--- src/codec_regs_pkg.sv ---
//------------------------------------------------------------
// codec register bank constants
//------------------------------------------------------------
// Purpose: offsets, resets and carriers of the register bank
// Assumes: register index = byte address / 4
// Notes: every register holds 9 data bits
package codec_regs_pkg;

	// register indices
	localparam logic [5:0] IDX_FRAC_LOW = 6'h00;
	localparam logic [5:0] IDX_FRAC_MID = 6'h01;
	localparam logic [5:0] IDX_FRAC_TOP = 6'h02;
	localparam logic [5:0] IDX_PLLA_DIV = 6'h03;
	localparam logic [5:0] IDX_TX_WLEN = 6'h23;
	localparam logic [5:0] IDX_RX_MODE = 6'h24;
	localparam logic [5:0] IDX_INT_MASK = 6'h25;
	localparam logic [5:0] IDX_OUTPUT_PIN_SELECT_1 = 6'h26;
	localparam logic [5:0] IDX_OUTPUT_PIN_SELECT_2 = 6'h27;
	localparam logic [5:0] IDX_OUTPUT_PIN_SELECT_3 = 6'h28;
	localparam logic [5:0] IDX_OUTPUT_PIN_SELECT_4 = 6'h29;
	localparam logic [5:0] IDX_RSVD = 6'h2A;
	localparam logic [5:0] IDX_INT_STAT = 6'h2B;
	localparam logic [5:0] IDX_RX_CHAN1 = 6'h2C;
	localparam logic [5:0] IDX_RX_CHAN2 = 6'h2D;
	localparam logic [5:0] IDX_RX_CHAN3 = 6'h2E;
	localparam logic [5:0] IDX_RX_CHAN4 = 6'h2F;
	localparam logic [5:0] IDX_RX_CHAN5 = 6'h30;
	localparam logic [5:0] IDX_RX_STAT = 6'h31;
	localparam logic [5:0] IDX_PWRDN1 = 6'h32;
	localparam logic [5:0] IDX_PWRDN2 = 6'h33;
	localparam logic [5:0] IDX_READBACK = 6'h34;
	localparam logic [5:0] IDX_SW_RESET = 6'h35;
	localparam logic [5:0] IDX_PLL_MODE = 6'h36;

	// reset values
	localparam logic [8:0] RST_FRAC_LOW = 9'h121;
	localparam logic [8:0] RST_FRAC_MID = 9'h17E;
	localparam logic [8:0] RST_FRAC_TOP = 9'h07D;
	localparam logic [8:0] RST_PLLA_DIV = 9'h010;
	localparam logic [8:0] RST_TX_WLEN = 9'h00B;
	localparam logic [8:0] RST_RX_MODE = 9'h039;
	localparam logic [8:0] RST_INT_MASK = 9'h000;
	localparam logic [8:0] RST_OUTPUT_PIN_SELECT_1 = 9'h010;
	localparam logic [8:0] RST_OUTPUT_PIN_SELECT_2 = 9'h032;
	localparam logic [8:0] RST_OUTPUT_PIN_SELECT_3 = 9'h054;
	localparam logic [8:0] RST_OUTPUT_PIN_SELECT_4 = 9'h076;
	localparam logic [8:0] RST_RSVD = 9'h098;
	localparam logic [8:0] RST_PWRDN1 = 9'h07E;
	localparam logic [8:0] RST_PWRDN2 = 9'h03E;
	localparam logic [8:0] RST_READBACK = 9'h000;
	localparam logic [8:0] RST_PLL_MODE = 9'h010;

	// field positions
	localparam int FRAC_TOP_MSB = 3;
	localparam int INT_LSB = 4;
	localparam int INT_MSB = 7;
	localparam int HALVER_BIT = 0;
	localparam int SCALER_BIT = 1;
	localparam int DIV_LSB = 3;
	localparam int DIV_MSB = 4;
	localparam int RXCLK_BIT = 0;
	localparam int B_HALVER_BIT = 1;
	localparam int B_SCALER_BIT = 2;
	localparam int RB_SEL_MSB = 2;
	localparam int RB_CONT_BIT = 3;
	localparam int RB_EN_BIT = 4;

	// integer ratio advisory range
	localparam logic [3:0] INT_MIN = 4'h5;
	localparam logic [3:0] INT_MAX = 4'hD;

	// read-only status carried in from the transceiver
	typedef struct packed {
		logic [8:0] int_status;
		logic [8:0] chan1;
		logic [8:0] chan2;
		logic [8:0] chan3;
		logic [8:0] chan4;
		logic [8:0] chan5;
		logic [8:0] rx_status;
	} status_t;

	// plain configuration words handed to the chip
	typedef struct packed {
		logic [8:0] tx_word_len;
		logic [8:0] rx_input_mode;
		logic [8:0] int_mask;
		logic [8:0] output_pin_select_1;
		logic [8:0] output_pin_select_2;
		logic [8:0] output_pin_select_3;
		logic [8:0] output_pin_select_4;
		logic [8:0] pwrdn1;
		logic [8:0] pwrdn2;
	} config_t;

endpackage : codec_regs_pkg

--- src/codec_register_map_pll_a_cfg.sv ---
//------------------------------------------------------------
// codec register bank with pll a configuration
//------------------------------------------------------------
// Purpose: apb register bank for the codec control block
// Assumes: status inputs come from logic on pclk
// Notes: zero wait states, read data captured in setup;
//        writes and software reset land on the access edge
`timescale 1ns/1ps

// Operation
// fraction is 22 bits over three registers
// software keeps integer ratio five to thirteen
// reads of index 0,1 give identity
// continuous readback disables identity readback
// read of index 2 gives revision
// halver bit divides oscillator by two
// receiver mode: both halver bits must match
// receiver mode: scaler picks 256 or 128fs
// readback register fields, reset to zero
// receiver mode: divider a automatic, b ignored
// software reset write restores writable defaults
// writes to status addresses are ignored
module codec_register_map_pll_a_cfg
	import codec_regs_pkg::*;
#(
	// identity values, arbitrary
	parameter logic [8:0] IDENT_LOW = 9'h0A5,
	parameter logic [8:0] IDENT_HIGH = 9'h05A,
	parameter logic [8:0] REVISION = 9'h003
)
(
	input wire logic pclk,
	input wire logic presetn,
	input wire logic psel,
	input wire logic penable,
	input wire logic pwrite,
	input wire logic [7:0] paddr,
	input wire logic [31:0] pwdata,
	output logic [31:0] prdata,
	output logic pready,
	output logic pslverr,
	input wire status_t status,
	input wire logic [1:0] rx_auto_divider,
	output config_t cfg,
	output logic [21:0] pll_a_fraction,
	output logic [3:0] pll_a_integer,
	output logic pll_a_integer_out_of_range,
	output logic pll_a_input_halver,
	output logic pll_a_output_scaler,
	output logic [1:0] pll_a_output_divider,
	output logic pll_a_clock_256fs,
	output logic receiver_clock_mode,
	output logic pll_b_input_halver,
	output logic pll_b_output_scaler,
	output logic [1:0] pll_b_output_divider,
	output logic pll_b_post_used,
	output logic halver_mismatch,
	output logic readback_enable,
	output logic continuous_readback,
	output logic [2:0] readback_source_select
);

	//------------------------------------------------------------
	// helper functions
	//------------------------------------------------------------

	// default value of each entry; slots not listed default to zero
	function automatic logic [8:0] reset_value(input logic [5:0] i);
		logic [8:0] v;
		v = 9'h000;
		case (i)
			IDX_FRAC_LOW: v = RST_FRAC_LOW;
			IDX_FRAC_MID: v = RST_FRAC_MID;
			IDX_FRAC_TOP: v = RST_FRAC_TOP;
			IDX_PLLA_DIV: v = RST_PLLA_DIV;
			IDX_TX_WLEN: v = RST_TX_WLEN;
			IDX_RX_MODE: v = RST_RX_MODE;
			IDX_INT_MASK: v = RST_INT_MASK;
			IDX_OUTPUT_PIN_SELECT_1: v = RST_OUTPUT_PIN_SELECT_1;
			IDX_OUTPUT_PIN_SELECT_2: v = RST_OUTPUT_PIN_SELECT_2;
			IDX_OUTPUT_PIN_SELECT_3: v = RST_OUTPUT_PIN_SELECT_3;
			IDX_OUTPUT_PIN_SELECT_4: v = RST_OUTPUT_PIN_SELECT_4;
			IDX_RSVD: v = RST_RSVD;
			IDX_PWRDN1: v = RST_PWRDN1;
			IDX_PWRDN2: v = RST_PWRDN2;
			IDX_READBACK: v = RST_READBACK;
			IDX_PLL_MODE: v = RST_PLL_MODE;
			default: v = 9'h000;
		endcase
		return v;
	endfunction : reset_value

	// entries that software may write; status, reserved and reset
	// slots are left out so that writes to them fall away
	function automatic logic writable(input logic [5:0] i);
		logic w;
		w = 1'b0;
		if (i <= IDX_PLLA_DIV)
		begin
			w = 1'b1;
		end
		else if (i >= IDX_TX_WLEN && i <= IDX_OUTPUT_PIN_SELECT_4)
		begin
			w = 1'b1;
		end
		else if (i >= IDX_PWRDN1 && i <= IDX_READBACK)
		begin
			w = 1'b1;
		end
		else if (i == IDX_PLL_MODE)
		begin
			w = 1'b1;
		end
		return w;
	endfunction : writable

	//------------------------------------------------------------
	// bus decode
	//------------------------------------------------------------

	logic [5:0] idx;
	logic in_low;
	logic in_high;
	logic mapped;
	logic setup;
	logic access;
	logic wr_fire;
	logic sw_reset;
	logic [8:0] wdata9;
	logic rd_err;
	logic err_q;
	logic [8:0] rd_value;
	logic [8:0] rd_q;
	logic [8:0] next_rd;

	// address split and phase strobes
	assign idx = paddr[7:2];
	assign in_low = idx <= IDX_PLLA_DIV;
	assign in_high = idx >= IDX_TX_WLEN && idx <= IDX_PLL_MODE;
	assign mapped = in_low || in_high;
	assign setup = psel && !penable;
	assign access = psel && penable;
	assign wr_fire = access && pwrite && mapped;
	assign wdata9 = pwdata[8:0];
	assign rd_err = !mapped;

	// any write to the reset address restores defaults
	assign sw_reset = wr_fire && idx == IDX_SW_RESET;

	// no wait states; an unmapped index is refused in the access phase
	// with the error captured during setup
	assign pready = 1'b1;
	assign pslverr = access && err_q;

	//------------------------------------------------------------
	// register storage
	//------------------------------------------------------------

	// every slot has one continuous driver: a flop group or a constant
	logic [8:0] bank [0:63];

	// one flop group per writable entry, constants elsewhere
	genvar g;
	generate
		for (g = 0; g < 64; g++)
		begin : gen_entry
			// default of this slot, fixed at elaboration
			localparam logic [8:0] DEF = reset_value(6'(g));

			if (writable(6'(g)))
			begin : gen_rw
				logic hit;
				logic [8:0] q;

				// write strobe decoded for this slot only
				assign hit = wr_fire && idx == 6'(g);

				// soft reset outranks a write in the same cycle
				always_ff @(posedge pclk or negedge presetn)
				begin
					if (!presetn)
						q <= DEF;
					else if (sw_reset)
						q <= DEF;
					else if (hit)
						q <= wdata9;
				end

				assign bank[g] = q;
			end
			else
			begin : gen_ro
				// status, reserved and reset slots hold no writes
				assign bank[g] = DEF;
			end
		end
	endgenerate

	//------------------------------------------------------------
	// pll a fields
	//------------------------------------------------------------

	// the ratio words feed the pll as they stand; change them only while
	// the pll is powered down, as an update over three writes passes mixed values
	logic [8:0] frac_low;
	logic [8:0] frac_mid;
	logic [8:0] frac_top;
	logic [8:0] div_a;
	logic [8:0] pll_mode;
	logic [8:0] readback;

	assign frac_low = bank[IDX_FRAC_LOW];
	assign frac_mid = bank[IDX_FRAC_MID];
	assign frac_top = bank[IDX_FRAC_TOP];
	assign div_a = bank[IDX_PLLA_DIV];
	assign pll_mode = bank[IDX_PLL_MODE];
	assign readback = bank[IDX_READBACK];

	// 22 bit fraction: low, mid, then four top bits
	assign pll_a_fraction = {frac_top[FRAC_TOP_MSB:0], frac_mid, frac_low};

	// integer ratio and advisory range flag; the flag only reports,
	// the ratio is passed on as written
	assign pll_a_integer = frac_top[INT_MSB:INT_LSB];
	assign pll_a_integer_out_of_range = pll_a_integer < INT_MIN
		|| pll_a_integer > INT_MAX;

	// input halver: 1 halves the oscillator clock
	assign pll_a_input_halver = div_a[HALVER_BIT];
	assign pll_a_output_scaler = div_a[SCALER_BIT];

	//------------------------------------------------------------
	// receiver clocking mode
	//------------------------------------------------------------

	// the pll mode slot is a local register holding the receiver clocking
	// select and the pll b fields that decide how pll a is set up
	assign receiver_clock_mode = pll_mode[RXCLK_BIT];
	assign pll_b_input_halver = pll_mode[B_HALVER_BIT];
	assign pll_b_output_scaler = pll_mode[B_SCALER_BIT];
	assign pll_b_output_divider = pll_mode[DIV_MSB:DIV_LSB];

	// divider a follows the receiver, b scaler and divider go unused;
	// the written divider a field still holds its value for user mode
	assign pll_a_output_divider = receiver_clock_mode
		? rx_auto_divider
		: div_a[DIV_MSB:DIV_LSB];
	assign pll_b_post_used = !receiver_clock_mode;

	// scaler 0 gives 256fs, 1 gives 128fs in receiver mode
	assign pll_a_clock_256fs = receiver_clock_mode
		&& !pll_a_output_scaler;

	// flags a halver setting that software must keep equal
	assign halver_mismatch = receiver_clock_mode
		&& (pll_a_input_halver != pll_b_input_halver);

	//------------------------------------------------------------
	// readback control and config words
	//------------------------------------------------------------

	// readback control fields, all zero after either reset
	assign readback_enable = readback[RB_EN_BIT];
	assign continuous_readback = readback[RB_CONT_BIT];
	assign readback_source_select = readback[RB_SEL_MSB:0];

	// plain words handed on; their fields are decoded by their users
	assign cfg.tx_word_len = bank[IDX_TX_WLEN];
	assign cfg.rx_input_mode = bank[IDX_RX_MODE];
	assign cfg.int_mask = bank[IDX_INT_MASK];
	assign cfg.output_pin_select_1 = bank[IDX_OUTPUT_PIN_SELECT_1];
	assign cfg.output_pin_select_2 = bank[IDX_OUTPUT_PIN_SELECT_2];
	assign cfg.output_pin_select_3 = bank[IDX_OUTPUT_PIN_SELECT_3];
	assign cfg.output_pin_select_4 = bank[IDX_OUTPUT_PIN_SELECT_4];
	assign cfg.pwrdn1 = bank[IDX_PWRDN1];
	assign cfg.pwrdn2 = bank[IDX_PWRDN2];

	//------------------------------------------------------------
	// read selection
	//------------------------------------------------------------

	logic ident_ok;
	logic sel_ident_low;
	logic sel_ident_high;
	logic sel_revision;
	logic sel_status;
	logic sel_reset_slot;
	logic [8:0] status_value;
	logic [8:0] low_value;

	// identity only when continuous readback is off
	assign ident_ok = !continuous_readback;

	// which fixed word, if any, replaces the stored value
	assign sel_ident_low = idx == IDX_FRAC_LOW && ident_ok;
	assign sel_ident_high = idx == IDX_FRAC_MID && ident_ok;
	assign sel_revision = idx == IDX_FRAC_TOP;
	assign sel_status = idx >= IDX_INT_STAT && idx <= IDX_RX_STAT;
	assign sel_reset_slot = idx == IDX_SW_RESET;

	// identity, revision or stored value for the low block;
	// written low and mid fraction words stay readable only in continuous mode
	assign low_value = sel_ident_low ? IDENT_LOW
		: sel_ident_high ? IDENT_HIGH
		: sel_revision ? REVISION
		: bank[idx];

	// live status words, one slot per field in address order
	assign status_value = (idx == IDX_INT_STAT) ? status.int_status
		: (idx == IDX_RX_CHAN1) ? status.chan1
		: (idx == IDX_RX_CHAN2) ? status.chan2
		: (idx == IDX_RX_CHAN3) ? status.chan3
		: (idx == IDX_RX_CHAN4) ? status.chan4
		: (idx == IDX_RX_CHAN5) ? status.chan5
		: status.rx_status;

	// final read value; reset slot reads zero
	assign rd_value = in_low ? low_value
		: sel_status ? status_value
		: sel_reset_slot ? 9'h000
		: in_high ? bank[idx]
		: 9'h000;

	//------------------------------------------------------------
	// read data and error capture
	//------------------------------------------------------------

	// writes return zero data
	assign next_rd = pwrite ? 9'h000 : rd_value;

	// capture in setup so the access phase presents flopped data; live
	// status is sampled once here, so it cannot change under the master
	always_ff @(posedge pclk or negedge presetn)
	begin
		if (!presetn)
		begin
			rd_q <= 9'h000;
			err_q <= 1'b0;
		end
		else if (setup)
		begin
			rd_q <= next_rd;
			err_q <= rd_err;
		end
	end

	assign prdata = {23'h000000, rd_q};

endmodule : codec_register_map_pll_a_cfg

--- config.mk ---
export PLATFORM = sky130hd
export DESIGN_NAME = codec_register_map_pll_a_cfg
export DESIGN_NICKNAME = d
export VERILOG_FILES = /design/src/codec_regs_pkg.sv /design/src/codec_register_map_pll_a_cfg.sv
export SDC_FILE = /design/constraint.sdc
export NUM_CORES = 1
export LEC_CHECK = 0
export BUFFER_PORTS_ARGS = -buffer_cell sky130_fd_sc_hd__buf_4
export CORE_MARGIN = 2
export CORE_UTILIZATION = 30
export DETAILED_ROUTE_END_ITERATION = 10
export PLACE_DENSITY = 0.51
export SLEW_MARGIN = 15
export SYNTH_ARGS = -nofsm -noshare
export SYNTH_HDL_FRONTEND = slang
export SYNTH_SLANG_ARGS = --single-unit
--- constraint.sdc ---
create_clock -name pclk -period 2.05 [get_ports pclk]
set_input_delay 0.1025 -clock pclk [delete_from_list [all_inputs] [get_ports pclk]]
set_output_delay 0.1025 -clock pclk [all_outputs]
set_load 0.01 [all_outputs]
==> impl_results.md <==
* Dpl ws at -446 ps
* Fmax at between 500 and 600 MHz
* Max-cap violations at 0
* Postcts setup bufs at 0
* Final ANT Viol Nets at 0
* IO buf count at between 200 and 250
* Mean post-synth cell area at roughly 8.9 um2
* Root cell of the clock tree: clkbuf_16
* Max VDD drop at approximately 0.43 mV
* Placed cells at between 1500 and 2000
* Core Area at 27700 um2
* Pin count of the biggest net entering global routing at 52
* Chip height at 171 um
* First-pass iteration count of the detailed router at 5
* Leak pwr at about 5.6 nW
* Async S/R FF share, synth at between 90% and 100%
* Hold slack at 33.5 ps
* Design Area, Final at roughly 11000 um2
* Placed instance area at between 10000 and 15000 um2
* Synth area leader: dfrtp_1
* DRC at 0
* Global-route wire length before repair at a little over 50000 um
* Tot Pwr at ~7.6 mW
* Area of the mapped netlist at roughly 8400 um2
* Synth cell types at 62
* Routed wire length at 34300 um
* Yosys reg bits at around 150
* Relative slew slack at ~46%
* CP Launch Type: register
* CTS tree: built
* Gpl congestion at between 0.9 and 1
* Antenna cells at 0
* DIE WIDTH at approximately 170 um
* Final Setup Violations at 0
* Power Density at approximately 660 nW/um2
* Initial antenna violation count at 0
* Rows at 61
* Crit. End Element: register
* CP Max Fanout at 3
* I/O pin cnt at 269
* Final cell count without fillers at 1586
* Area Overhead vs Synth at 36.2%
* Tmin final at a little under 2000 ps
* Layout net count at ~1300
* Critical Path RT at about 2300 ps
* Final Max Tran Viols at 0
* Initial Util at 30.3%
* Final hold vios at 0
* Sink Count at ~150
* Yosys top cell area share at between 20% and 30%
* Cells after Synth at 949
* Setup TNS at 0 ps
* Commonest cells in the netlist: 187 x nand2_1, 97 x dfrtp_1, 84 x nor2_1
* Gr ovfl total at 0
* Initial drt markers at roughly 500
* Post-synth EDFFs at 0
* Final worst slack at around 100 ps
* Die area at roughly 29000 um2
* Outcome: finished clean
* Setup Skew at just over 8 ps
* Ys flop type: dfrtp_1
* CP Class: reg -> reg
* WP data arrival at roughly 2200 ps
* Worst-Margin Slew at roughly 800 ps
* Most frequent cell after synthesis: nand2_1
* Clk_lat worst skew at ~420 ps
* Post-synthesis sequential area ratio at around 44%
* Hpwl dp at ~25000 um
* Period utilization at between 90% and 100%
* GRT Total Usage at 23.3%
* Vias at 8155
* Synth warn at 0
* Final Core Density at between 40% and 50%
* Via density at a little over 5
* Reg-to-reg setup timing slack at 100 ps
* Wire length per cell at between 20 and 25 um
* Clock-pin slew on the worst setup and hold paths at 60 ps
* H-tree Lvls at 4
* Layout cells sized above 1 at 34.7%
* Top post-synthesis cells by area: dfrtp_1 29%, dfstp_2 15%, mux2i_1 8.8%
* Vias in the first global route at slightly below 8000
* Hold WC Path Type: in -> reg
* CTS Buffer Depth at 2
* TritonCTS Buffers at 17
## worst max-delay path: stages, from the launching register on
cell       delay [ps]
dfrtp_1           400
mux4_2            460
and2_1            180
a211oi_2          220
buf_4             150
o21ai_0           120
o2111ai_1         180
o211ai_1          120
## worst paths after layout
check / start / endpoint / cells past startpoint
max: gen_entry[37].gen_rw.q[8]$_DFFE_PN0P_ / rd_q[8]$_DFFE_PN0P_ / 7
min: pwdata[5] / frac_low[5]$_DFFE_PN1P_ / 3
max reg2reg: gen_entry[37].gen_rw.q[8]$_DFFE_PN0P_ / rd_q[8]$_DFFE_PN0P_ / 7
min reg2reg: gen_entry[36].gen_rw.q[5]$_DFFE_PN1P_ / gen_entry[36].gen_rw.q[5]$_DFFE_PN1P_ / 2
max in group asynchronous: presetn / gen_entry[54].gen_rw.q[4]$_DFFE_PN1P_ / 3
min in group asynchronous: presetn / gen_entry[40].gen_rw.q[5]$_DFFE_PN0P_ / 2
## state kept, by name (all words and copies together) (netlist names)
register            count
frac_top                9
rd_q                    9
frac_low                9
gen_entry.gen_rw.q     99
err_q                   1
frac_mid                9
div_a                   9
## kinds of logic after synthesis
family,share of synthesized area [%]
buffers and inverters,7.37
xor gates and xnor gates,0.209
AOI/OAI and AO/OA,14.9
and+or+nand+nor,20.7
DFF,43.9
muxes,12.8
other,0.0894
## cells in the final DEF, fill, tap and decap left out, drive strengths merged, types with 6 or more instances in the layout
cell type | Yosys | layout
buf | 64 | 312
a22o | 12 | 12
and3 | 6 | 6
nand2b | 14 | 14
a211oi | 9 | 9
dfrtp | 97 | 97
inv | 8 | 8
conb | 2 | 24
nor2b | 11 | 11
o211ai | 7 | 7
mux2 | 8 | 8
nand3 | 59 | 59
a31oi | 10 | 10
dfstp | 48 | 48
o21ai | 34 | 34
nand2 | 187 | 187
clkbuf | 44 | 23
a21oi | 77 | 77
o22ai | 9 | 9
mux2i | 74 | 74
nor3 | 10 | 10
nor2 | 87 | 87
mux4 | 11 | 11
## routing by layer
metal | GRT usage [%] | share of wire [%] | vias to the layer above
li1 | - | - | 3764
met1 | 32.3 | 45 | 4044
met2 | 37.5 | 47 | 312
met3 | 3.57 | 6.3 | 35
met4 | 6.85 | 2.0 | 0
met5 | 0 | 0 | -
## what timing repair did
action | CTS | global route
hold buffers | 1 | 0
pin swaps | 0 | 1
gates resized for setup | 1 | 1
setup endpoints to repair | 2 | 1
cloned | 0 | 0
hold endpoints to repair | 38 | 0
## area by class of cell
class | instances | area, um2
Clock buffer | 23 | 488
Clock inverter | 9 | 81.3
Fill cell | 2841 | 16300
Inverter | 8 | 30.0
Multi-Input combinational cell | 710 | 4200
Sequential cell | 145 | 3690
Tap cell | 378 | 473
Timing Repair Buffer | 313 | 2480
## report_power, final
| group | switching, mW | leakage, nW | internal (mW) | total, mW |
|---|---|---|---|---|
| sequential | 0.155 | 1.84 | 3.10 | 3.25 |
| combinational | 0.700 | 3.49 | 0.593 | 1.29 |
| clock | 1.26 | 0.275 | 1.79 | 3.06 |
| total | 2.12 | 5.60 | 5.48 | 7.60 |
(Power assumes the default switching activity.)
